$ cat src/rtl/tcc_pkg.sv
// Constants, field layout and register map of the timer capture/compare channels.
// Contract
// - Three external channels, halves A and B.
// - Internal fourth channel compares only, never captures.
// - Select bit 1 puts a half in capture.
// - Select bit 0 compares counter with value.
// - Software capture bit copies counter, self-clears.
// - Edge field: off, rising, falling, both.
// - Capture sets event flag, irq when enabled.
// - Capture on set flag sets overcapture flag.
// - Writing 0 to clear register clears flags.
// - Edge captures work while counter is stopped.
// - Channels 2 and 3 capture their own pins.
// - Channel 1A source: pin or three-pin XOR.
// - Channel 1B source: pin or internal trigger.
// - Trigger select field chooses internal trigger source.
// - Output mode field: force, match actions, PWM.
// - Polarity bit inverts the compare output.
// - Compare match sets flag, irq when enabled.
// - Match requests ADC when both enables set.
// - Unbuffered compare writes take effect immediately.
// - Buffered compare values load on update event.
// - Forced modes still compare and set flags.
// - Update event comes at each counter overflow.
package tcc_pkg;
    localparam int CW = 16;
    localparam int NH = 6;
    localparam int NC = 7;
    localparam int CTL_W = 12;
    localparam logic [7:0] OFF_CTRL1 = 8'h00;
    localparam logic [7:0] OFF_CTRL2 = 8'h04;
    localparam logic [7:0] OFF_CTRL3 = 8'h08;
    localparam logic [7:0] OFF_CCR1A = 8'h10;
    localparam logic [7:0] OFF_CCR4 = 8'h28;
    localparam logic [7:0] OFF_FLT = 8'h2c;
    localparam logic [7:0] OFF_MS = 8'h30;
    localparam logic [7:0] OFF_TRG = 8'h34;
    localparam logic [7:0] OFF_ISR = 8'h38;
    localparam logic [7:0] OFF_ICR = 8'h3c;
    localparam int CTL_CS = 0;
    localparam int CTL_EDGE = 2;
    localparam int CTL_SWCAP = 6;
    localparam int CTL_BUF = 8;
    localparam int CTL_IE = 10;
    localparam int FLT_W = 4;
    localparam int FLT_POL = 3;
    localparam int MS_SRC1A = 0;
    localparam int MS_SRC1B = 1;
    localparam int MS_TS = 2;
    localparam int MS_BUF4 = 5;
    localparam int MS_IE4 = 6;
    localparam int TRG_ADC = 0;
    localparam int TRG_MEN = 1;
    localparam int ISR_OVC = 8;
    localparam logic [1:0] EDGE_OFF = 2'h0;
    localparam logic [1:0] EDGE_RISE = 2'h1;
    localparam logic [1:0] EDGE_FALL = 2'h2;
    localparam logic [1:0] EDGE_BOTH = 2'h3;
    localparam logic [2:0] OM_LOW = 3'h0;
    localparam logic [2:0] OM_HIGH = 3'h1;
    localparam logic [2:0] OM_CLR = 3'h2;
    localparam logic [2:0] OM_SET = 3'h3;
    localparam logic [2:0] OM_TOG = 3'h4;
    localparam logic [2:0] OM_PULSE = 3'h5;
    localparam logic [2:0] OM_PWM1 = 3'h6;
    localparam logic [2:0] OM_PWM2 = 3'h7;
    localparam logic [2:0] TS_ETR = 3'h0;
    localparam logic [2:0] TS_ITR = 3'h1;
    localparam logic [2:0] TS_EDGE1A = 3'h5;
    localparam logic [2:0] TS_FILT1A = 3'h6;
    localparam logic [2:0] TS_FILT1B = 3'h7;
    localparam logic [CTL_W-1:0] CTL_RST = 12'h000;
    localparam logic [CW-1:0] CCR_RST = 16'h0000;
    localparam logic [27:0] FLT_RST = 28'h0000000;
    localparam logic [6:0] MS_RST = 7'h00;
    localparam logic [7:0] TRG_RST = 8'h00;
endpackage

$ cat src/rtl/tcc_channels.sv
// Compare/capture channel section of the advanced timer with an APB register port.
//
// The implementer's own choices: the APB register port and the register addresses.
`timescale 1ns/1ps
module tcc_channels
    import tcc_pkg::*;
(
    input wire logic sys_clk, // Peripheral clock, 100 MHz.
    input wire logic rst, // Synchronous reset, active high.
    input wire logic psel, // APB select.
    input wire logic penable, // APB enable.
    input wire logic pwrite, // APB direction, high for write.
    input wire logic [7:0] paddr, // APB byte address.
    input wire logic [31:0] pwdata, // APB write data.
    output logic [31:0] prdata, // APB read data.
    output logic pready, // APB ready.
    output logic pslverr, // APB error on unmapped address.
    input wire logic [tcc_pkg::CW-1:0] main_counter, // Main counter value.
    input wire logic count_down, // Counter direction, high when counting down.
    input wire logic update_event, // Update event pulse, one per overflow.
    input wire logic [tcc_pkg::NH-1:0] cap_pin, // Capture pins 1A,1B,2A,2B,3A,3B.
    input wire logic filtered_external_trigger, // External trigger, asynchronous.
    input wire logic interconnect_trigger, // Interconnect trigger, same clock.
    output logic [tcc_pkg::NH-1:0] cmp_out, // Compare outputs after polarity.
    output logic internal_cmp_out, // Internal channel compare output.
    output logic irq_req, // Interrupt request level.
    output logic adc_req // ADC conversion request pulse.
);
    import tcc_pkg::*;

    // Returns the next compare output level for one half.
    function automatic logic out_next(input logic [2:0] mode, input logic cur,
        input logic mev, input logic mlv, input logic dn,
        input logic [CW-1:0] cnt, input logic [CW-1:0] ccr);
        logic pwm1;
        pwm1 = dn ? (cnt <= ccr) : (cnt < ccr);
        case (mode)
            OM_LOW: out_next = 1'b0;
            OM_HIGH: out_next = 1'b1;
            OM_CLR: out_next = mev ? 1'b0 : cur;
            OM_SET: out_next = mev ? 1'b1 : cur;
            OM_TOG: out_next = mev ? ~cur : cur;
            OM_PULSE: out_next = mlv;
            OM_PWM1: out_next = pwm1;
            default: out_next = ~pwm1;
        endcase
    endfunction

    // Decides whether a filtered level change is a valid capture edge.
    function automatic logic edge_hit(input logic [1:0] sel, input logic now, input logic prev);
        case (sel)
            EDGE_RISE: edge_hit = now & ~prev;
            EDGE_FALL: edge_hit = ~now & prev;
            EDGE_BOTH: edge_hit = now ^ prev;
            default: edge_hit = 1'b0;
        endcase
    endfunction

    // Software-visible registers.
    logic [CTL_W-1:0] ctrl_ff [3]; // Channel control words.
    logic [CW-1:0] ccr_ff [NC]; // Compare/capture values as written or captured.
    logic [CW-1:0] act_ff [NC]; // Active compare values loaded on update.
    logic [27:0] flt_ff; // Output mode/filter and polarity fields.
    logic [6:0] ms_ff; // Source selects, trigger select, internal channel bits.
    logic [7:0] trg_ff; // ADC trigger enables.
    logic [NC-1:0] flag_ff; // Event flags.
    logic [NH-1:0] ovc_ff; // Overcapture flags.
    // Input path state.
    logic [NH:0] sync1_ff; // First synchroniser stage.
    logic [NH:0] sync2_ff; // Second synchroniser stage.
    logic pin1a_d_ff; // Delayed channel 1A level for the edge trigger.
    logic [NH-1:0] filt_ff; // Filtered levels.
    logic [NH-1:0] filt_d_ff; // Filtered levels one cycle back.
    logic [2:0] fcnt_ff [NH]; // Filter stability counters.
    // Compare path state.
    logic [NC-1:0] mlv_ff; // Match level one cycle back.
    logic [NC-1:0] ost_ff; // Compare output states before polarity.
    logic [NH-1:0] cmp_out_ff; // Registered pin outputs.
    logic int_out_ff; // Registered internal output.
    logic irq_ff; // Registered interrupt request.
    logic adc_ff; // Registered ADC request.
    // Bus state.
    logic pready_ff; // Set for the second access cycle.
    logic [31:0] prdata_ff; // Captured read word.

    // Bus decode.
    wire acc_first = psel & penable & ~pready_ff;
    wire acc_done = psel & penable & pready_ff;
    wire wr_en = acc_done & pwrite;
    wire [7:0] ccr_off = paddr - OFF_CCR1A;
    wire ccr_hit = (paddr >= OFF_CCR1A) && (paddr <= OFF_CCR4) && (paddr[1:0] == 2'h0);
    wire [2:0] ccr_sel = ccr_off[4:2];
    wire ctl_hit = (paddr == OFF_CTRL1) | (paddr == OFF_CTRL2) | (paddr == OFF_CTRL3);
    wire [1:0] ctl_sel = paddr[3:2];
    wire reg_hit = ctl_hit | ccr_hit | (paddr == OFF_FLT) | (paddr == OFF_MS)
        | (paddr == OFF_TRG) | (paddr == OFF_ISR) | (paddr == OFF_ICR);
    wire [NC-1:0] clr_flag = (wr_en && paddr == OFF_ICR) ? ~pwdata[NC-1:0] : '0;
    wire [NH-1:0] clr_ovc = (wr_en && paddr == OFF_ICR) ? ~pwdata[ISR_OVC+NH-1:ISR_OVC] : '0;
    wire [31:0] rd_word = ctl_hit ? {20'h0, ctrl_ff[ctl_sel] & ~12'h0c0}
        : ccr_hit ? {16'h0, ccr_ff[ccr_sel]}
        : (paddr == OFF_FLT) ? {4'h0, flt_ff}
        : (paddr == OFF_MS) ? {25'h0, ms_ff}
        : (paddr == OFF_TRG) ? {24'h0, trg_ff}
        : (paddr == OFF_ISR) ? {18'h0, ovc_ff, 1'b0, flag_ff}
        : 32'h0;

    // Internal trigger and capture sources.
    wire edge1a = sync2_ff[0] ^ pin1a_d_ff;
    wire [2:0] ts_sel = ms_ff[MS_TS+2:MS_TS];
    wire ts_sig = (ts_sel == TS_ETR) ? sync2_ff[NH]
        : (ts_sel == TS_ITR) ? interconnect_trigger
        : (ts_sel == TS_EDGE1A) ? edge1a
        : (ts_sel == TS_FILT1A) ? filt_ff[0]
        : (ts_sel == TS_FILT1B) ? filt_ff[1] : 1'b0;
    wire hall = sync2_ff[0] ^ sync2_ff[2] ^ sync2_ff[4];
    logic [NH-1:0] fin; // Filter inputs per half.
    assign fin[0] = ms_ff[MS_SRC1A] ? hall : sync2_ff[0];
    assign fin[1] = ms_ff[MS_SRC1B] ? ts_sig : sync2_ff[1];
    assign fin[NH-1:2] = sync2_ff[NH-1:2];

    // Per-half decode of control fields, captures, matches and output levels.
    logic [NH-1:0] is_cap; // Half in capture mode.
    logic [NH-1:0] cap_ev; // Capture this cycle.
    logic [NC-1:0] buf_en; // Compare buffering enabled.
    logic [NC-1:0] ie; // Interrupt enables.
    logic [NC-1:0] m_lvl; // Counter equals active value while comparing.
    logic [NC-1:0] m_ev; // First cycle of a match.
    logic [NC-1:0] ost_nxt; // Next output states.
    logic [NC-1:0] m_en; // Match ADC trigger enables.
    logic [CW-1:0] act_eff [NC]; // Value the comparator uses.
    logic [2:0] mode [NC]; // Output mode or filter length.
    genvar g;
    generate
        for (g = 0; g < NC; g++) begin : g_ch
            if (g < NH) begin : g_ext
                wire [CTL_W-1:0] c = ctrl_ff[g/2];
                wire s = 1'(g % 2); // Half select: 0 for A, 1 for B.
                assign is_cap[g] = c[CTL_CS+s];
                assign buf_en[g] = c[CTL_BUF+s];
                assign ie[g] = c[CTL_IE+s];
                wire sw = wr_en && ctl_hit && (ctl_sel == 2'(g/2)) && pwdata[CTL_SWCAP+s];
                wire hw = edge_hit(c[CTL_EDGE+2*s+:2], filt_ff[g], filt_d_ff[g]);
                assign cap_ev[g] = is_cap[g] & (sw | hw);
            end else begin : g_int
                assign buf_en[g] = ms_ff[MS_BUF4];
                assign ie[g] = ms_ff[MS_IE4];
            end
            assign mode[g] = flt_ff[g*FLT_W+:3];
            assign act_eff[g] = buf_en[g] ? act_ff[g] : ccr_ff[g];
            assign m_lvl[g] = ((g == NH) || !is_cap[g % NH]) && (main_counter == act_eff[g]);
            assign m_ev[g] = m_lvl[g] & ~mlv_ff[g];
            assign ost_nxt[g] = out_next(mode[g], ost_ff[g], m_ev[g], m_lvl[g], count_down,
                main_counter, act_eff[g]);
            assign m_en[g] = trg_ff[TRG_MEN+g];
        end
    endgenerate
    wire [NC-1:0] flag_set = {1'b0, cap_ev} | m_ev;

    // Bus handshake: one wait state, read word latched in the first access cycle.
    always_ff @(posedge sys_clk) begin
        if (rst) begin
            pready_ff <= 1'b0;
            prdata_ff <= 32'h0;
        end else begin
            pready_ff <= acc_first;
            if (acc_first) begin
                prdata_ff <= rd_word;
            end
        end
    end

    // Control registers; the software capture bits never store and read as zero.
    always_ff @(posedge sys_clk) begin
        if (rst) begin
            for (int i = 0; i < 3; i++) begin
                ctrl_ff[i] <= CTL_RST;
            end
            flt_ff <= FLT_RST;
            ms_ff <= MS_RST;
            trg_ff <= TRG_RST;
        end else if (wr_en) begin
            if (ctl_hit && ctl_sel != 2'h3) begin
                ctrl_ff[ctl_sel] <= pwdata[CTL_W-1:0] & ~12'h0c0;
            end
            if (paddr == OFF_FLT) begin
                flt_ff <= pwdata[27:0];
            end
            if (paddr == OFF_MS) begin
                ms_ff <= pwdata[6:0];
            end
            if (paddr == OFF_TRG) begin
                trg_ff <= pwdata[7:0];
            end
        end
    end

    // Compare values: a capture takes the counter and wins over a bus write in the
    // same cycle, since the captured time stamp cannot be repeated later.
    always_ff @(posedge sys_clk) begin
        for (int i = 0; i < NC; i++) begin
            if (rst) begin
                ccr_ff[i] <= CCR_RST;
                act_ff[i] <= CCR_RST;
            end else begin
                if (i < NH && cap_ev[i % NH]) begin
                    ccr_ff[i] <= main_counter;
                end else if (wr_en && ccr_hit && ccr_sel == 3'(i)) begin
                    ccr_ff[i] <= pwdata[CW-1:0];
                end
                if (update_event) begin
                    act_ff[i] <= ccr_ff[i];
                end
            end
        end
    end

    // Flags: a set in the same cycle as a clear wins.
    always_ff @(posedge sys_clk) begin
        if (rst) begin
            flag_ff <= '0;
            ovc_ff <= '0;
        end else begin
            flag_ff <= (flag_ff & ~clr_flag) | flag_set;
            ovc_ff <= (ovc_ff & ~clr_ovc) | (cap_ev & flag_ff[NH-1:0]);
        end
    end

    // Two-stage synchroniser; nothing but the second stage reads the first.
    always_ff @(posedge sys_clk) begin
        if (rst) begin
            sync1_ff <= '0;
            sync2_ff <= '0;
            pin1a_d_ff <= 1'b0;
        end else begin
            sync1_ff <= {filtered_external_trigger, cap_pin};
            sync2_ff <= sync1_ff;
            pin1a_d_ff <= sync2_ff[0];
        end
    end

    // Digital filter: a new level is accepted after it has held for the programmed
    // number of cycles; zero passes it on the next edge. Runs whether or not the
    // counter does, so edges are caught while the timer is stopped.
    always_ff @(posedge sys_clk) begin
        for (int i = 0; i < NH; i++) begin
            if (rst) begin
                filt_ff[i] <= 1'b0;
                filt_d_ff[i] <= 1'b0;
                fcnt_ff[i] <= 3'h0;
            end else begin
                filt_d_ff[i] <= filt_ff[i];
                if (fin[i] == filt_ff[i]) begin
                    fcnt_ff[i] <= 3'h0;
                end else if (fcnt_ff[i] >= mode[i]) begin
                    filt_ff[i] <= fin[i];
                    fcnt_ff[i] <= 3'h0;
                end else begin
                    fcnt_ff[i] <= fcnt_ff[i] + 3'h1;
                end
            end
        end
    end

    // Output stage, interrupt and ADC requests.
    always_ff @(posedge sys_clk) begin
        if (rst) begin
            mlv_ff <= '0;
            ost_ff <= '0;
            cmp_out_ff <= '0;
            int_out_ff <= 1'b0;
            irq_ff <= 1'b0;
            adc_ff <= 1'b0;
        end else begin
            mlv_ff <= m_lvl;
            ost_ff <= ost_nxt;
            for (int i = 0; i < NH; i++) begin
                cmp_out_ff[i] <= ost_nxt[i] ^ flt_ff[i*FLT_W+FLT_POL];
            end
            int_out_ff <= ost_nxt[NH] ^ flt_ff[NH*FLT_W+FLT_POL];
            irq_ff <= |(flag_ff & ie);
            adc_ff <= trg_ff[TRG_ADC] & |(m_ev & m_en);
        end
    end

    assign pready = pready_ff;
    assign pslverr = acc_done & ~reg_hit;
    assign prdata = prdata_ff;
    assign cmp_out = cmp_out_ff;
    assign internal_cmp_out = int_out_ff;
    assign irq_req = irq_ff;
    assign adc_req = adc_ff;
endmodule // tcc_channels

$ cat config.mk
export PLATFORM = sky130hd
export DESIGN_NAME = tcc_channels
export DESIGN_NICKNAME = d
export VERILOG_FILES = /design/src/rtl/tcc_pkg.sv /design/src/rtl/tcc_channels.sv
export SDC_FILE = /design/constraint.sdc
export NUM_CORES = 1
export LEC_CHECK = 0
export ABC_CLOCK_PERIOD_IN_PS = 11450
export BUFFER_PORTS_ARGS = -buffer_cell sky130_fd_sc_hd__buf_4
export CORE_MARGIN = 4
export CORE_UTILIZATION = 52
export DETAILED_ROUTE_END_ITERATION = 7
export GPL_TIMING_DRIVEN = 0
export PLACE_DENSITY = 0.68
export SETUP_SLACK_MARGIN = 0.1
export SLEW_MARGIN = 40
export SYNTH_ARGS = -nofsm -noshare
export SYNTH_HDL_FRONTEND = slang
export SYNTH_SLANG_ARGS = --single-unit
$ cat constraint.sdc
create_clock -name sys_clk -period 11.45 [get_ports sys_clk]
set_clock_uncertainty 0.2 [all_clocks]
set_input_delay 2.29 -clock sys_clk [delete_from_list [all_inputs] [get_ports sys_clk]]
set_output_delay 2.29 -clock sys_clk [all_outputs]
set_load 0.01 [all_outputs]
==> impl_results.md <==
* Status: complete, no violations
* Ports at 114
* Core ar. at 42320 um^2
* DIE AREA at 46560 um^2
* CTS tree: built
* Synth warnings at 0
* Crit path DAT at 4.85 ns
* Number of fill cells in the layout at 3594
* Reg2reg setup slack at 5.69 ns
* Crit. End Element: primary output
* Remaining DRCs at 0
* Sw Ratio at 25.99%
* Clk slew on worst S/H paths at 0.06 ns
* Critical Path Max Stage Delay at 0.46 ns
* Tcrit/Tclk final at 64.07%
* Number of library cell types mapped by synthesis at 79
* Total CTS buffers at 46
* Critical Path Start Type: input port
* Pwr dens at 137.4 nW/um^2
* Layout cells sized above 1 at 12.78%
* Routed wire length at 80210 um
* WS Path Type: in2out
* RSZ-0062 raised after global routing: false
* Area of the mapped netlist at 22450 um^2
* Kind of cell adding the most delay to the critical path: buffers and inverters
* Internal at 2598 uW
* Ys async rst share at 0%
* Leakage dissipation at 0.009896 uW
* Worst path most repeated cell: buf_2
* Post-CTS Setup Bufs at 0
* Vias per cell at 6.341
* Worst slew pin tran at 0.9225 ns
* Core Util, Final at 60.38%
* Post-DP HPWL at 59830 um
* Grt ovf at 0
* Final Hold Viols at 0
* GP Congestion at 1.017
* Net Sw Power at 912.5 uW
* Fmax at 136.3 MHz
* Synth Register Bits at 407
* Largest net degree at the start of global routing at 34
* Via count at 17960
* CP max-delay cell: buf_2
* Die Width at 215.8 um
* Starting density of the core at 53.04%
* Vias in the first global route at 17460
* Setup TNS at 0 ns
* Top_reg_cell synth: edfxtp_1
* Total power at 3510 uW
* Worst slack, placed at 4.197 ns
* Initial antenna violation count at 4
* Slew margin rel. at 38.50%
* Crit Path Max Fanout at 10
* Tot GR Track Use at 33.61%
* Final net count at 2451
* Final Setup Violations at 0
* DRT Pass-1 Iters at 6
* Clk sinks at 407
* Antenna Nets Post-Route at 0
* CTS Root Cell: clkbuf_16
* Rows at 75
* Detailed router's first-iteration violation count at 2079
* VDD IR max at 0.0001209 V
* Max Cap Viol at 0
* EDFF count, synth at 272
* Wire per inst at 28.31 um
* First-pass GRT wire length at 115500 um
* Crit path buffers/inverters at 6
* Post-Syn Instances at 2049
* Seq/Total Area, Yosys at 48.43%
* Final Worst Setup Slack at 4.114 ns
* Hold buffers post-CTS at 0
* # placed instances at 2747
* Final Instance Count excl. Fillers at 2833
* Part of the power in combinational logic at 10.6%
* Slew Viols, Final at 0
* Sequential fraction of design power at 47.3%
* H-tree depth at 2
* Final min period at 7.336 ns
* Port-buffer cells at 98
* HP Class: reg2reg
* Worst-path cell chain: buf_2 > buf_2 > buf_2 > buf_2 > buf_2 > a31oi_1 > nor3b_1 > buf_4
* Die Ht at 215.8 um
* Clock power share at 42.1%
* WP data required at 8.96 ns
* Post-synthesis area per instance at 10.96 um^2
* Area grow syn2layout at 13.84%
* Worst-skew pair later-pin latency at 0.59 ns
* Post_cts resized at 0
* Max Root-Sink Buffers at 3
-- registers in the layout, summed over array words and instances (netlist names) --
name,count
internal_cmp_out,1
trg_ff,8
ovc_ff,6
sync1_ff,7
pready,1
flt_ff,28
ost_ff,7
act_ff,112
flag_ff,7
ms_ff,7
prdata,28
adc_req,1
sync2_ff,7
filt_d_ff,6
ccr_ff,112
pin1a_d_ff,1
fcnt_ff,18
mlv_ff,7
cmp_out,6
filt_ff,6
irq_req,1
ctrl_ff,30
-- power groups by stage --
stage	registers, uW	clock network (uW)	logic [uW]
3_5_place_dp	1690	0	362
4_1_cts	1660	1480	364
5_1_grt	1660	1540	399
6_report	1660	1480	373
3_3_place_gp	1690	0	349
2_1_floorplan	1670	0	207
-- area by class of cell --
cell class | count | area [um^2] | share of cell area (%)
Sequential cell | 407 | 10870 | 42.54
Timing Repair Buffer | 101 | 795.8 | 3.114
Clock inverter | 21 | 147.6 | 0.5778
Multi-Input combinational cell | 1473 | 10890 | 42.63
Antenna cell | 3 | 7.507 | 0.02938
Buffer | 119 | 539.3 | 2.110
Clock buffer | 62 | 1315 | 5.146
Inverter | 70 | 262.8 | 1.028
Tap cell | 577 | 721.9 | 2.825
-- synthesized netlist by cell type (18+ instances only) --
cell type / instances / area, um^2
edfxtp_1: 272 / 8168
ha_1: 162 / 2027
and2_1: 158 / 988.5
mux2i_1: 152 / 1521
a21oi_1: 150 / 750.7
nor2_1: 142 / 533.0
dfxtp_1: 135 / 2703
nand2_1: 134 / 503.0
a22o_1: 101 / 884.6
clkbuf_1: 75 / 281.5
inv_1: 69 / 259.0
o21ai_0: 60 / 300.3
nor2b_1: 43 / 269.0
a22oi_1: 29 / 217.7
nand4_1: 28 / 175.2
a21o_1: 27 / 202.7
buf_2: 25 / 125.1
mux4_2: 20 / 450.4
nand2b_1: 18 / 112.6
-- cells by family after synthesis --
logic type / count (synthesis) / synth area share [%]
AO/OA/AOI/OAI: 454 / 13.58
flip-flops: 407 / 48.43
adder cells (fa/ha/maj): 162 / 9.030
AND/OR/NAND/NOR: 632 / 15.25
other: 2 / 0.03346
buffers and inverters: 189 / 3.506
multiplexers: 188 / 9.587
XOR/XNOR: 15 / 0.5853
-- cells in the final DEF, fill, tap and decap left out, types with 59 or more instances in the layout --
cell,count
a21oi_1,150
a22o_1,101
and2_1,158
buf_4,107
clkbuf_1,75
dfxtp_1,135
edfxtp_1,272
ha_1,162
inv_1,69
mux2i_1,152
nand2_1,134
nor2_1,142
o21ai_0,59
-- worst paths after layout --
kind / from / endpoint / depth (start not counted)
setup / recovery: paddr[2] / pslverr / 8
hold / removal: sync1_ff[6]$_SDFF_PP0_ / sync2_ff[6]$_SDFF_PP0_ / 1
setup reg to reg: ctrl_ff[0][7]$_SDFFCE_PN0P_ / cmp_out[1]$_SDFF_PP0_ / 15
hold reg to reg: sync1_ff[6]$_SDFF_PP0_ / sync2_ff[6]$_SDFF_PP0_ / 1
-- routing by layer --
| metal | global-route usage [%] | part of all wire (%) |
|---|---|---|
| met4 | 14.95 | 5.1 |
| met1 | 45.03 | 40 |
| met2 | 53.66 | 46 |
| met5 | 0 | 0.010 |
| met3 | 6.132 | 8.8 |
-- through the flow --
step	cell area (um^2)	hold slack [ns]
floorplan	22520	0.2138
global placement	23980	0.2195
detailed placement	24080	0.2276
CTS	25540	0.2451
global route	25550	0.2671
finish	25550	0.2377
Note: power is estimated with default switching activity, not from simulation.
